`src/verilog/tcc_regs.svh`:
```
// Purpose: Offsets, fields, reset values of the timer channel block
// Assumes: 32-bit Wishbone words, 8-bit registers in the low byte lane
// Notes:   Operation list below
//
// Operation
// RQ1 - Capture mode sets event flag on the selected active pin edge.
// RQ2 - Compare and PWM modes set flag when counter equals channel value.
// RQ3 - PWM at 0% or 100% duty never sets the event flag.
// RQ4 - Interrupt request while flag and interrupt enable are both one.
// RQ5 - Flag clears only by read with flag set, then writing zero.
// RQ6 - A new event during the clear sequence restarts it, flag stays.
// RQ7 - Writing one to flag does nothing; reset clears flag and enable.
// RQ8 - Without center mode: 1X edge PWM, 00 capture, 01 compare.
// RQ9 - Edge/level code 00 releases the pin from all timer functions.
// RQ10 - Capture trigger: 01 rising, 10 falling, 11 either edge.
// RQ11 - Compare match: 01 toggles, 10 drives low, 11 drives high.
// RQ12 - Edge PWM: 10 high-true cleared on match, X1 low-true set.
// RQ13 - Center PWM: same polarities, acting on up-counting compare match.
// RQ14 - 16-bit channel value in two bytes, reset to zero.
// RQ15 - Capture mode reads latch both bytes until other byte is read.
// RQ16 - Any control/status write resets read and write latches.
// RQ17 - Writes to channel value bytes are ignored in capture mode.
// RQ18 - Debug freezes read latch state; reads return live value.
// RQ19 - Compare/PWM writes are buffered; no clock updates on second byte.
// RQ20 - Compare mode with clock updates at next counter change.
// RQ21 - PWM with clock updates when counter steps to modulo or 0xFFFF.
// RQ22 - Debug writes go straight to register, partial sequence kept.
// RQ23 - Software keeps pin stable two cycles before entering capture.
// RQ24 - Center select one puts the channel in center-aligned PWM.
// RQ25 - Clock source 00 means no clock, counter disabled.
// RQ26 - Pin is synchronised to the bus clock before edge detection.
`ifndef TCC_REGS_SVH
`define TCC_REGS_SVH

`define TCC_ADR_CTRL      4'h0
`define TCC_ADR_VAL_HI    4'h4
`define TCC_ADR_VAL_LO    4'h8

`define TCC_BIT_FLAG      7
`define TCC_BIT_IRQ_EN    6
`define TCC_BIT_MODE_HI   5
`define TCC_BIT_MODE_LO   4
`define TCC_BIT_EL_HI     3
`define TCC_BIT_EL_LO     2

`define TCC_CTRL_RESET    8'h00
`define TCC_VAL_RESET     16'h0000
`define TCC_FREE_TOP      16'hFFFF
`define TCC_CLK_NONE      2'h0
`define TCC_SYNC_STAGES   2

`endif

```
`src/verilog/tcc_pkg.sv`:
```
// Purpose: Types of the timer channel block
// Assumes: Nothing
// Notes:   One-hot channel function codes
package tcc_pkg;
  typedef enum logic [3:0] {
    TCC_CAPTURE = 4'h1,
    TCC_COMPARE = 4'h2,
    TCC_EDGE    = 4'h4,
    TCC_CENTER  = 4'h8
  } tcc_mode_type;
endpackage

```
`src/verilog/tcc_channel.sv`:
```
// Purpose: One capture/compare/PWM channel of a 16-bit timer unit
// Assumes: Counter, modulo and clock source come from the main timer
// Notes:   Classic Wishbone slave, ack one cycle after request
//
// Chosen here: the Wishbone register port and the register addresses.
`timescale 1ns/1ps
`include "tcc_regs.svh"

module tcc_channel (
  input  wire logic        clk_i,
  input  wire logic        rst_i,
  input  wire logic        ce_i,
  input  wire logic        wb_cyc_i,
  input  wire logic        wb_stb_i,
  input  wire logic        wb_we_i,
  input  wire logic [3:0]  wb_adr_i,
  input  wire logic [3:0]  wb_sel_i,
  input  wire logic [31:0] wb_dat_i,
  output logic      [31:0] wb_dat_o,
  output logic             wb_ack_o,
  input  wire logic [15:0] count_i,
  input  wire logic        count_step_i,
  input  wire logic        count_down_i,
  input  wire logic [15:0] modulo_value_i,
  input  wire logic        center_pwm_select_i,
  input  wire logic [1:0]  counter_clock_source_i,
  input  wire logic        background_debug_active_i,
  input  wire logic        chan_pin_i,
  output logic             chan_pin_o,
  output logic             chan_pin_oe_o,
  output logic             chan_irq_o
);
  import tcc_pkg::*;

  // ************************************************************
  // Registers
  // ************************************************************
  logic        flag_reg;
  logic        irq_en_reg;
  logic [1:0]  mode_sel_reg;
  logic [1:0]  el_sel_reg;
  logic        clr_armed_reg;
  logic [15:0] value_reg;
  logic [15:0] rd_buf_reg;
  logic        rd_latched_reg;
  logic        rd_first_hi_reg;
  logic [15:0] wr_buf_reg;
  logic        wr_hi_done_reg;
  logic        wr_lo_done_reg;
  logic        sync1_reg;
  logic        sync2_reg;
  logic        pin_prev_reg;
  logic        pin_reg;
  logic        ack_reg;
  logic [7:0]  dat_reg;

  // ************************************************************
  // Bus decode
  // ************************************************************
  wire         access    = ce_i & wb_cyc_i & wb_stb_i & ~ack_reg;
  wire         lane0     = wb_sel_i[0];
  wire         wr        = access & wb_we_i & lane0;
  wire         rd        = access & ~wb_we_i;
  wire         hit_ctrl  = wb_adr_i == `TCC_ADR_CTRL;
  wire         hit_hi    = wb_adr_i == `TCC_ADR_VAL_HI;
  wire         hit_lo    = wb_adr_i == `TCC_ADR_VAL_LO;
  wire         wr_ctrl   = wr & hit_ctrl;
  wire         wr_hi     = wr & hit_hi;
  wire         wr_lo     = wr & hit_lo;
  wire         rd_ctrl   = rd & hit_ctrl;
  wire         rd_hi     = rd & hit_hi;
  wire         rd_lo     = rd & hit_lo;
  wire [7:0]   wdat      = wb_dat_i[7:0];
  wire         dbg       = background_debug_active_i;

  // ************************************************************
  // Mode decode
  // ************************************************************
  tcc_mode_type mode;
  assign mode = center_pwm_select_i ? TCC_CENTER :         // RQ24
                mode_sel_reg[1]     ? TCC_EDGE :            // RQ8
                mode_sel_reg[0]     ? TCC_COMPARE :
                                      TCC_CAPTURE;
  wire is_cap   = mode == TCC_CAPTURE;
  wire is_cmp   = mode == TCC_COMPARE;
  wire is_pwm   = (mode == TCC_EDGE) | (mode == TCC_CENTER);
  wire pin_used = el_sel_reg != 2'h0;                       // RQ9
  wire clk_off  = counter_clock_source_i == `TCC_CLK_NONE;  // RQ25

  // ************************************************************
  // Input edge detection
  // ************************************************************
  wire rise     = sync2_reg & ~pin_prev_reg;
  wire fall     = ~sync2_reg & pin_prev_reg;
  wire cap_hit  = is_cap & ((el_sel_reg[0] & rise) |      // RQ10
                            (el_sel_reg[1] & fall));

  // ************************************************************
  // Compare and duty decode
  // ************************************************************
  wire [15:0] top     = (modulo_value_i == 16'h0000) ?
                        `TCC_FREE_TOP : modulo_value_i;
  wire match          = count_step_i & (count_i == value_reg);
  wire duty_zero      = value_reg == 16'h0000;
  wire duty_full_edge = (modulo_value_i != 16'h0000) &
                        (value_reg > modulo_value_i);
  wire duty_full_ctr  = (modulo_value_i != 16'h0000) &
                        (value_reg >= modulo_value_i);
  wire duty_edge_end  = duty_zero | duty_full_edge;
  wire duty_ctr_end   = duty_zero | duty_full_ctr;
  wire duty_end       = (mode == TCC_EDGE) ? duty_edge_end :
                        (mode == TCC_CENTER) ? duty_ctr_end :
                        1'b0;
  wire cmp_hit        = ~is_cap & match & ~(is_pwm & duty_end); // RQ2 RQ3
  wire event_hit      = cap_hit | cmp_hit;                      // RQ1
  wire period_start   = count_step_i & (count_i == 16'h0000);
  wire hi_true        = ~el_sel_reg[0];

  // ************************************************************
  // Pin output next value
  // ************************************************************
  logic pin_next;
  always_comb begin
    pin_next = pin_reg;
    case (mode)
      TCC_COMPARE: begin
        if (match) begin
          case (el_sel_reg)                                    // RQ11
            2'h1:    pin_next = ~pin_reg;
            2'h2:    pin_next = 1'b0;
            2'h3:    pin_next = 1'b1;
            default: pin_next = pin_reg;
          endcase
        end
      end
      TCC_EDGE: begin
        if (match)                                             // RQ12
          pin_next = ~hi_true;
        else if (period_start)
          pin_next = hi_true;
      end
      TCC_CENTER: begin
        if (match & ~count_down_i)                             // RQ13
          pin_next = ~hi_true;
        else if (match & count_down_i)
          pin_next = hi_true;
      end
      default: pin_next = pin_reg;
    endcase
  end

  // ************************************************************
  // Event flag and clear sequence
  // ************************************************************
  wire clr_req   = wr_ctrl & clr_armed_reg &
                   ~wdat[`TCC_BIT_FLAG];                       // RQ5
  wire flag_next = event_hit ? 1'b1 :                          // RQ6
                   clr_req   ? 1'b0 : flag_reg;                // RQ7
  wire arm_next  = event_hit ? 1'b0 :                          // RQ6
                   wr_ctrl   ? 1'b0 :
                   (rd_ctrl & flag_reg) ? 1'b1 : clr_armed_reg;

  // ************************************************************
  // Write coherency
  // ************************************************************
  wire wr_ok     = ~is_cap;                                    // RQ17
  wire buf_hi    = wr_hi & wr_ok & ~dbg;                       // RQ19
  wire buf_lo    = wr_lo & wr_ok & ~dbg;
  wire hi_done   = wr_hi_done_reg | buf_hi;
  wire lo_done   = wr_lo_done_reg | buf_lo;
  wire both_done = wr_hi_done_reg & wr_lo_done_reg;
  wire load_cmp  = is_cmp & count_step_i;                      // RQ20
  wire load_pwm  = is_pwm & count_step_i & (count_i == top);   // RQ21
  wire load_now  = both_done & ~is_cap &
                   (clk_off | load_cmp | load_pwm);            // RQ19
  wire [15:0] wr_buf_next = {buf_hi ? wdat : wr_buf_reg[15:8],
                             buf_lo ? wdat : wr_buf_reg[7:0]};

  // ************************************************************
  // Channel value next
  // ************************************************************
  logic [15:0] value_next;
  always_comb begin
    value_next = value_reg;
    if (cap_hit)
      value_next = count_i;                                    // RQ14
    else if (load_now)
      value_next = wr_buf_reg;
    if (wr_ok & dbg & wr_hi)                                   // RQ22
      value_next[15:8] = wdat;
    if (wr_ok & dbg & wr_lo)
      value_next[7:0] = wdat;
  end

  // ************************************************************
  // Read coherency
  // ************************************************************
  wire rd_val     = rd_hi | rd_lo;
  wire rd_coh     = rd_val & is_cap & ~dbg;                    // RQ18
  wire rd_other   = rd_latched_reg & (rd_first_hi_reg ? rd_lo : rd_hi);
  wire [15:0] rd_src = (rd_latched_reg & is_cap & ~dbg) ?
                       rd_buf_reg : value_reg;                 // RQ15
  wire [7:0] ctrl_rd = {flag_reg, irq_en_reg, mode_sel_reg,
                        el_sel_reg, 2'h0};
  wire [7:0] rd_mux  = hit_ctrl ? ctrl_rd :
                       hit_hi   ? rd_src[15:8] :
                       hit_lo   ? rd_src[7:0] : 8'h00;

  // ************************************************************
  // Bus slave
  // ************************************************************
  always_ff @(posedge clk_i) begin
    if (rst_i) begin
      ack_reg <= 1'b0;
      dat_reg <= 8'h00;
    end else if (ce_i) begin
      ack_reg <= access;
      if (rd)
        dat_reg <= rd_mux;
    end
  end

  // ************************************************************
  // Control register
  // ************************************************************
  always_ff @(posedge clk_i) begin
    if (rst_i) begin
      flag_reg      <= 1'b0;                                   // RQ7
      irq_en_reg    <= 1'b0;
      mode_sel_reg  <= 2'h0;
      el_sel_reg    <= 2'h0;
      clr_armed_reg <= 1'b0;
    end else if (ce_i) begin
      flag_reg      <= flag_next;
      clr_armed_reg <= arm_next;
      if (wr_ctrl) begin
        irq_en_reg   <= wdat[`TCC_BIT_IRQ_EN];
        mode_sel_reg <= wdat[`TCC_BIT_MODE_HI:`TCC_BIT_MODE_LO];
        el_sel_reg   <= wdat[`TCC_BIT_EL_HI:`TCC_BIT_EL_LO];
      end
    end
  end

  // ************************************************************
  // Channel value and latches
  // ************************************************************
  always_ff @(posedge clk_i) begin
    if (rst_i) begin
      value_reg      <= `TCC_VAL_RESET;                        // RQ14
      wr_buf_reg     <= `TCC_VAL_RESET;
      wr_hi_done_reg <= 1'b0;
      wr_lo_done_reg <= 1'b0;
    end else if (ce_i) begin
      value_reg  <= value_next;
      wr_buf_reg <= wr_buf_next;
      if (wr_ctrl | load_now) begin                            // RQ16
        wr_hi_done_reg <= 1'b0;
        wr_lo_done_reg <= 1'b0;
      end else begin
        wr_hi_done_reg <= hi_done;
        wr_lo_done_reg <= lo_done;
      end
    end
  end

  always_ff @(posedge clk_i) begin
    if (rst_i) begin
      rd_buf_reg      <= `TCC_VAL_RESET;
      rd_latched_reg  <= 1'b0;
      rd_first_hi_reg <= 1'b0;
    end else if (ce_i) begin
      if (wr_ctrl) begin
        rd_latched_reg <= 1'b0;                                // RQ16
      end else if (rd_coh & rd_other) begin
        rd_latched_reg <= 1'b0;                                // RQ15
      end else if (rd_coh & ~rd_latched_reg) begin
        rd_latched_reg  <= 1'b1;
        rd_first_hi_reg <= rd_hi;
        rd_buf_reg      <= value_reg;
      end
    end
  end

  // ************************************************************
  // Pin sampling and drive
  // ************************************************************
  always_ff @(posedge clk_i) begin
    if (rst_i) begin
      sync1_reg    <= 1'b0;
      sync2_reg    <= 1'b0;
      pin_prev_reg <= 1'b0;
    end else if (ce_i) begin
      sync1_reg    <= chan_pin_i;                              // RQ26
      sync2_reg    <= sync1_reg;
      pin_prev_reg <= sync2_reg;                               // RQ23
    end
  end

  always_ff @(posedge clk_i) begin
    if (rst_i) begin
      pin_reg       <= 1'b0;
      chan_pin_oe_o <= 1'b0;
      chan_irq_o    <= 1'b0;
    end else if (ce_i) begin
      pin_reg       <= pin_next;
      chan_pin_oe_o <= pin_used & ~is_cap;                     // RQ9
      chan_irq_o    <= flag_next & irq_en_reg;                 // RQ4
    end
  end

  assign chan_pin_o = pin_reg;
  assign wb_ack_o   = ack_reg;
  assign wb_dat_o   = {24'h000000, dat_reg};

endmodule

```
`config.mk`:
```
export PLATFORM = sky130hd
export DESIGN_NAME = tcc_channel
export DESIGN_NICKNAME = d
export VERILOG_FILES = /design/src/verilog/tcc_pkg.sv /design/src/verilog/tcc_channel.sv
export VERILOG_INCLUDE_DIRS = /design/src /design/src/verilog
export SDC_FILE = /design/constraint.sdc
export NUM_CORES = 1
export LEC_CHECK = 0
export ABC_CLOCK_PERIOD_IN_PS = 2500
export BUFFER_PORTS_ARGS = -buffer_cell sky130_fd_sc_hd__buf_2
export CORE_ASPECT_RATIO = 2
export CORE_UTILIZATION = 54
export CTS_CLUSTER_DIAMETER = 50
export DETAILED_ROUTE_END_ITERATION = 10
export GPL_TIMING_DRIVEN = 0
export PLACE_DENSITY = 0.81
export SYNTH_ARGS = -nofsm -noshare
export SYNTH_HDL_FRONTEND = slang
export SYNTH_SLANG_ARGS = --single-unit
```
`constraint.sdc`:
```
create_clock -name clk_i -period 2.5 [get_ports clk_i]
set_input_delay 0.25 -clock clk_i [delete_from_list [all_inputs] [get_ports clk_i]]
set_output_delay 0.25 -clock clk_i [all_outputs]
set_load 0.02 [all_outputs]
```
## After elaboration in Yosys (flattened, before gate mapping)

Index checks and enable logic that the tools add are counted.

| cells by class | value |
|---|---|
| mux-type cells | 32 |
| reduce and logical (&&, ||, !) cells | 22 |
| equality and inequality tests | 15 |
| order comparisons | 2 |
| bitwise gates (word level) | 76 |

Operators by type and width:

| kind | count |
|---|---|
| two-way mux 16 bit | 4 |
| AND 1 bit | 51 |
| logical NOT 16 bit | 3 |
| two-way mux 8 bit | 5 |
| == test 16 bit | 2 |
| two-way mux 1 bit | 18 |
| >= comparator 16 bit | 1 |
| > comparator 16 bit | 1 |
| AND reduction 2 bit | 8 |
| nonzero test 16 bit | 1 |
| nonzero test 3 bit | 5 |
| inverter 1 bit | 14 |
| OR 1 bit | 11 |
| == test 4 x 3 -> 1 bit, second input constant | 2 |
| == test 4 bit, second input constant | 2 |
| one-hot mux 1 bit (3 select lines) | 2 |
| AND reduction 6 bit | 1 |
| == test 2 bit, second input constant | 2 |
| == test 4 x 1 -> 1 bit, second input constant | 1 |
| == test 4 x 2 -> 1 bit, second input constant | 1 |
| logical NOT 4 bit | 1 |
| two-way mux 4 bit | 1 |
| inequality test 4 x 1 -> 1 bit, second input constant | 1 |
| AND reduction 4 bit | 1 |
| 8 further kinds | 8 |

| word-level totals | value |
|---|---|
| output and inout bits | 36 |
| register bits after elaboration | 74 |

## Depth between registers and ports, before layout

| logic depth | value |
|---|---|
| depth in word-level cells | 12 |
| depth in mapped cells | 10 |
| mapped depth without buffers | 10 |

## Worst setup path after synthesis

No wires, ideal clock.

| timing path | value |
|---|---|
| path kind | input-to-reg |
| from | in modulo_value_i[12] |
| to | reg value_reg[0] |
| arrival | 2.171 ns |
| cell stages on the path | 9 |
| buffers on the path | 1 |
| library setup time | 0.115 ns |
| path slack | 0.215 ns |
| data required time | 2.385 ns |
| path through | nor4_2 > and4_1 > buf_6 > nor4_2 > o32ai_2 > nor4_4 > o311ai_4 > mux2i_1 > nor2_1 |

| between the ends | value |
|---|---|
| longest elaborated chain between the ends | 8 |

RTL lines:

| what | RTL line | source |
|---|---|---|
| start, declared | tcc_channel.sv:24 | `input wire logic [15:0] modulo_value_i,` |
| logical NOT 16 bit | tcc_channel.sv:101 | `wire [15:0] top = (modulo_value_i == 16'h0000) ?` |
| two-way mux 16 bit (*) | tcc_channel.sv:101 |  |
| == test 16 bit (*) | tcc_channel.sv:173 | `wire load_pwm = is_pwm & count_step_i & (count_i == top);` |
| AND 1 bit (*) | tcc_channel.sv:173 |  |
| OR 1 bit (*) | tcc_channel.sv:175 | `(clk_off \| load_cmp \| load_pwm);` |
| AND 1 bit (*) | tcc_channel.sv:174 | `wire load_now = both_done & ~is_cap &` |
| nonzero test 3 bit (no line) (*) | - |  |
| AND reduction 2 bit (no line) (*) | - |  |
| end signal, assigned | tcc_channel.sv:249 | `` value_reg <= `TCC_VAL_RESET; `` |
| end signal, assigned | tcc_channel.sv:254 | `value_reg <= value_next;` |
| end, declared | tcc_channel.sv:43 | `logic [15:0] value_reg;` |

Mark *: on every way between the ends. The rest lies on a longest branch, timed or not.
A chain may end at the register's enable or synchronous reset.

## Final worst setup path

| timing path | value |
|---|---|
| from | reg mode_sel_reg[1] |
| to | reg value_reg[11] |

| between the ends | value |
|---|---|
| longest elaborated chain between the ends | 10 |

RTL lines:

| what | RTL line | source |
|---|---|---|
| start, declared | tcc_channel.sv:40 | `logic [1:0] mode_sel_reg;` |
| start signal, assigned | tcc_channel.sv:238 | `` mode_sel_reg <= wdat[`TCC_BIT_MODE_HI:`TCC_BIT_MODE_LO]; `` |
| two-way mux 3 bit (*) | tcc_channel.sv:81 | `mode_sel_reg[1] ? TCC_EDGE :` |
| two-way mux 4 bit (*) | tcc_channel.sv:80 | `assign mode = center_pwm_select_i ? TCC_CENTER :` |
| == test 4 x 3 -> 1 bit or == test 4 bit (tied branches) | tcc_channel.sv:86 | `wire is_pwm = (mode == TCC_EDGE) \| (mode == TCC_CENTER);` |
| OR 1 bit | tcc_channel.sv:86 |  |
| AND 1 bit (2 in a row) | tcc_channel.sv:173 |  |
| OR 1 bit | tcc_channel.sv:175 |  |
| AND 1 bit | tcc_channel.sv:174 |  |
| nonzero test 3 bit (no line) | - |  |
| AND reduction 2 bit (no line) | - |  |

Marked as above.

==> metrics <==
status finished with violations; violated checks design-rule violations; Fin. Hold Viols 0; grt ovf 0; fin area 5850 sq um; count of cell types in the netlist 64; synthesized cell area 4920 sq um; Reg power frac 0.420; Synth Instances 600; CTS tree built; P&R area growth vs syn 18.9%; crit path max fanout 10; placed insts 790; Least-Margin Pin Slew 1350 ps; endpoints failing setup 0; most frequent cells in the layout 75 x nand2_1, 73 x dfxtp_1, 70 x mux2i_1, 66 x nor2_1, 65 x buf_2; largest net degree at the start of global routing 16; final worst path period share 0.988; crit end category flip-flop; critical path arrival 2750 ps; Total Power 2.83 mW; clk sink count 74; Post-Place Cell Area 5460 sq um; ant diodes 0; DRT antenna net count 0; core box area 8890 sq um; Clock Power Share 0.457; Routed WL 15700 um; DR DRC count 2; H-tree levels 3; I/O pins 121; First-pass DRT Iterations 8; final cell count without fillers 807; skew final 6.11 ps; Crit Path Class reg2reg; Worst IR Drop VDD 351 uV; Async SR Flop Fraction 0; Global Route Usage Sum 0.332; cells along the critical path or3_1, buf_6, a21oi_2, clkbuf_4, clkbuf_4, mux2i_1, o21ai_0, mux2i_1, nor2_1; Int Pwr 2.11 mW; final worst setup slack 30.3 ps; Synth Warn # 0; Setup WS pre-CTS -370 ps; commonest non-fill, non-tap cell in the layout nand2_1; Slew Viols, Final 0; top_reg_cell synth dfxtp_1; Hold WS 157 ps; max-cap viol count 0; FF+latch count, synth 74; Root Buffer clkbuf_16; height of the die 137 um; Pwr Density 484 nW/um^2; Yosys top cell by area dfxtp_1; Clock Latency Late Sink 340 ps; Leakage 2.59 nW; hold buffers post-CTS 0; Layout Utilization 0.659; Logic pwr share 0.123; sequential element share of the synthesized area 0.301; Vias per Instance 6.13; switching portion of total power 0.255; DIE AREA 9530 sq um; Layout Nets 801; vias in the first global route 4760; fraction of layout cells with a size suffix above 1 0.206; Wirelength per Cell 19.5 um; Initial Utilization 0.554; startpoint types flip-flop; Required @ worst endpoint 2780 ps; IO Port Bufs 65; final worst path period need 2470 ps; clk buf depth 2; sw power 0.722 mW; top-area cell type share of the netlist area 0.301; RePlAce Congestion 0.958; Reg clk slew, reported paths 60 ps; Vias 4947; ranking of synthesized cells by area dfxtp_1 30%, mux2i_1 14%, nand2_1 5.7%, nor2_1 5.3%, a21oi_1 4.7%; row cnt 49; Hold WC Path Type in2reg; setup tns final 0 ps; crit-path max cell delay 400 ps; Die Wd 69.5 um; global-route wire length before repair 24100 um; DP HPWL 12000 um; fmax 405 MHz; Crit path max-delay family buffers and inverters; Critical Path Slowest Stage Cell or3_1; Post-synth EDFFs 0; DRT iter0 DRCs 441; Post-Syn Area per Cell 8.21 sq um; total CTS buffers 9; Slew HR 0.0933; CP bufs+invs 3; initial antenna violation count 0
-- cells by family after synthesis --
family / after synthesis / synth area share
AOI/OAI and AO/OA: 121 / 0.162
buffers and inverters: 79 / 0.0948
other: 1 / 0.000761
and+or+nand+nor: 217 / 0.220
adders and majority gates: 16 / 0.0407
xor gates and xnor gates: 22 / 0.0391
muxes: 70 / 0.142
DFF: 74 / 0.301
-- power groups by stage --
stage	combinational (mW)	clock (mW)	sequential [mW]
6_report	0.349	1.29	1.19
5_1_grt	0.373	1.34	1.19
4_1_cts	0.337	1.29	1.19
3_5_place_dp	0.336	0	1.22
3_3_place_gp	0.330	0	1.22
2_1_floorplan	0.194	0	1.22
-- layer usage --
metal | up-vias | part of all wire | GRT usage
met2 | 277 | 0.50 | 0.599
li1 | 2289 | - | -
met4 | 0 | 0.10 | 0.327
met5 | - | 0 | 0
met3 | 96 | 0.058 | 0.0405
met1 | 2285 | 0.34 | 0.317
-- path summary, 6_finish.rpt --
check / cells past startpoint / slack, ps / startpoint / to
max: 9 / 30 / mode_sel_reg[1] / value_reg[11]
min: 3 / 160 / chan_pin_i / sync1_reg
max reg2reg: 9 / 30 / mode_sel_reg[1] / value_reg[11]
min reg2reg: 2 / 450 / rd_buf_reg[5] / rd_buf_reg[5]
-- tightest hold or removal path, stage by stage --
cell,delay [ps]
buf_2,80
mux2i_1,60
nor2_1,80
-- synth_stat cells, types with 5 or more instances --
cell	instances
o22ai_1	10
nor3_1	5
a211oi_1	8
ha_1	16
nand3_1	7
nor4_1	12
buf_4	24
o21ai_0	20
nand4_1	9
mux2i_1	70
nand2_1	75
dfxtp_1	74
a21oi_1	46
inv_1	24
nor2_1	69
xor2_1	18
clkbuf_1	18
and2_1	5
-- area by class of cell --
cell class | count | area, sq um
Multi-Input combinational cell | 470 | 3100
Timing Repair Buffer | 70 | 388
Inverter | 24 | 90.1
Clock buffer | 11 | 243
Buffer | 51 | 369
Sequential cell | 74 | 1480
Tap cell | 102 | 128
Fill cell | 777 | 3040
Clock inverter | 5 | 53.8
-- repair_timing --
item | CTS | global route
setup endpoints to repair | 25 | 33
pin swaps | 3 | 1
resized for setup | 4 | 11
buffers inserted | 3 | 2
No activity file was read; power rests on OpenSTA's default activity.
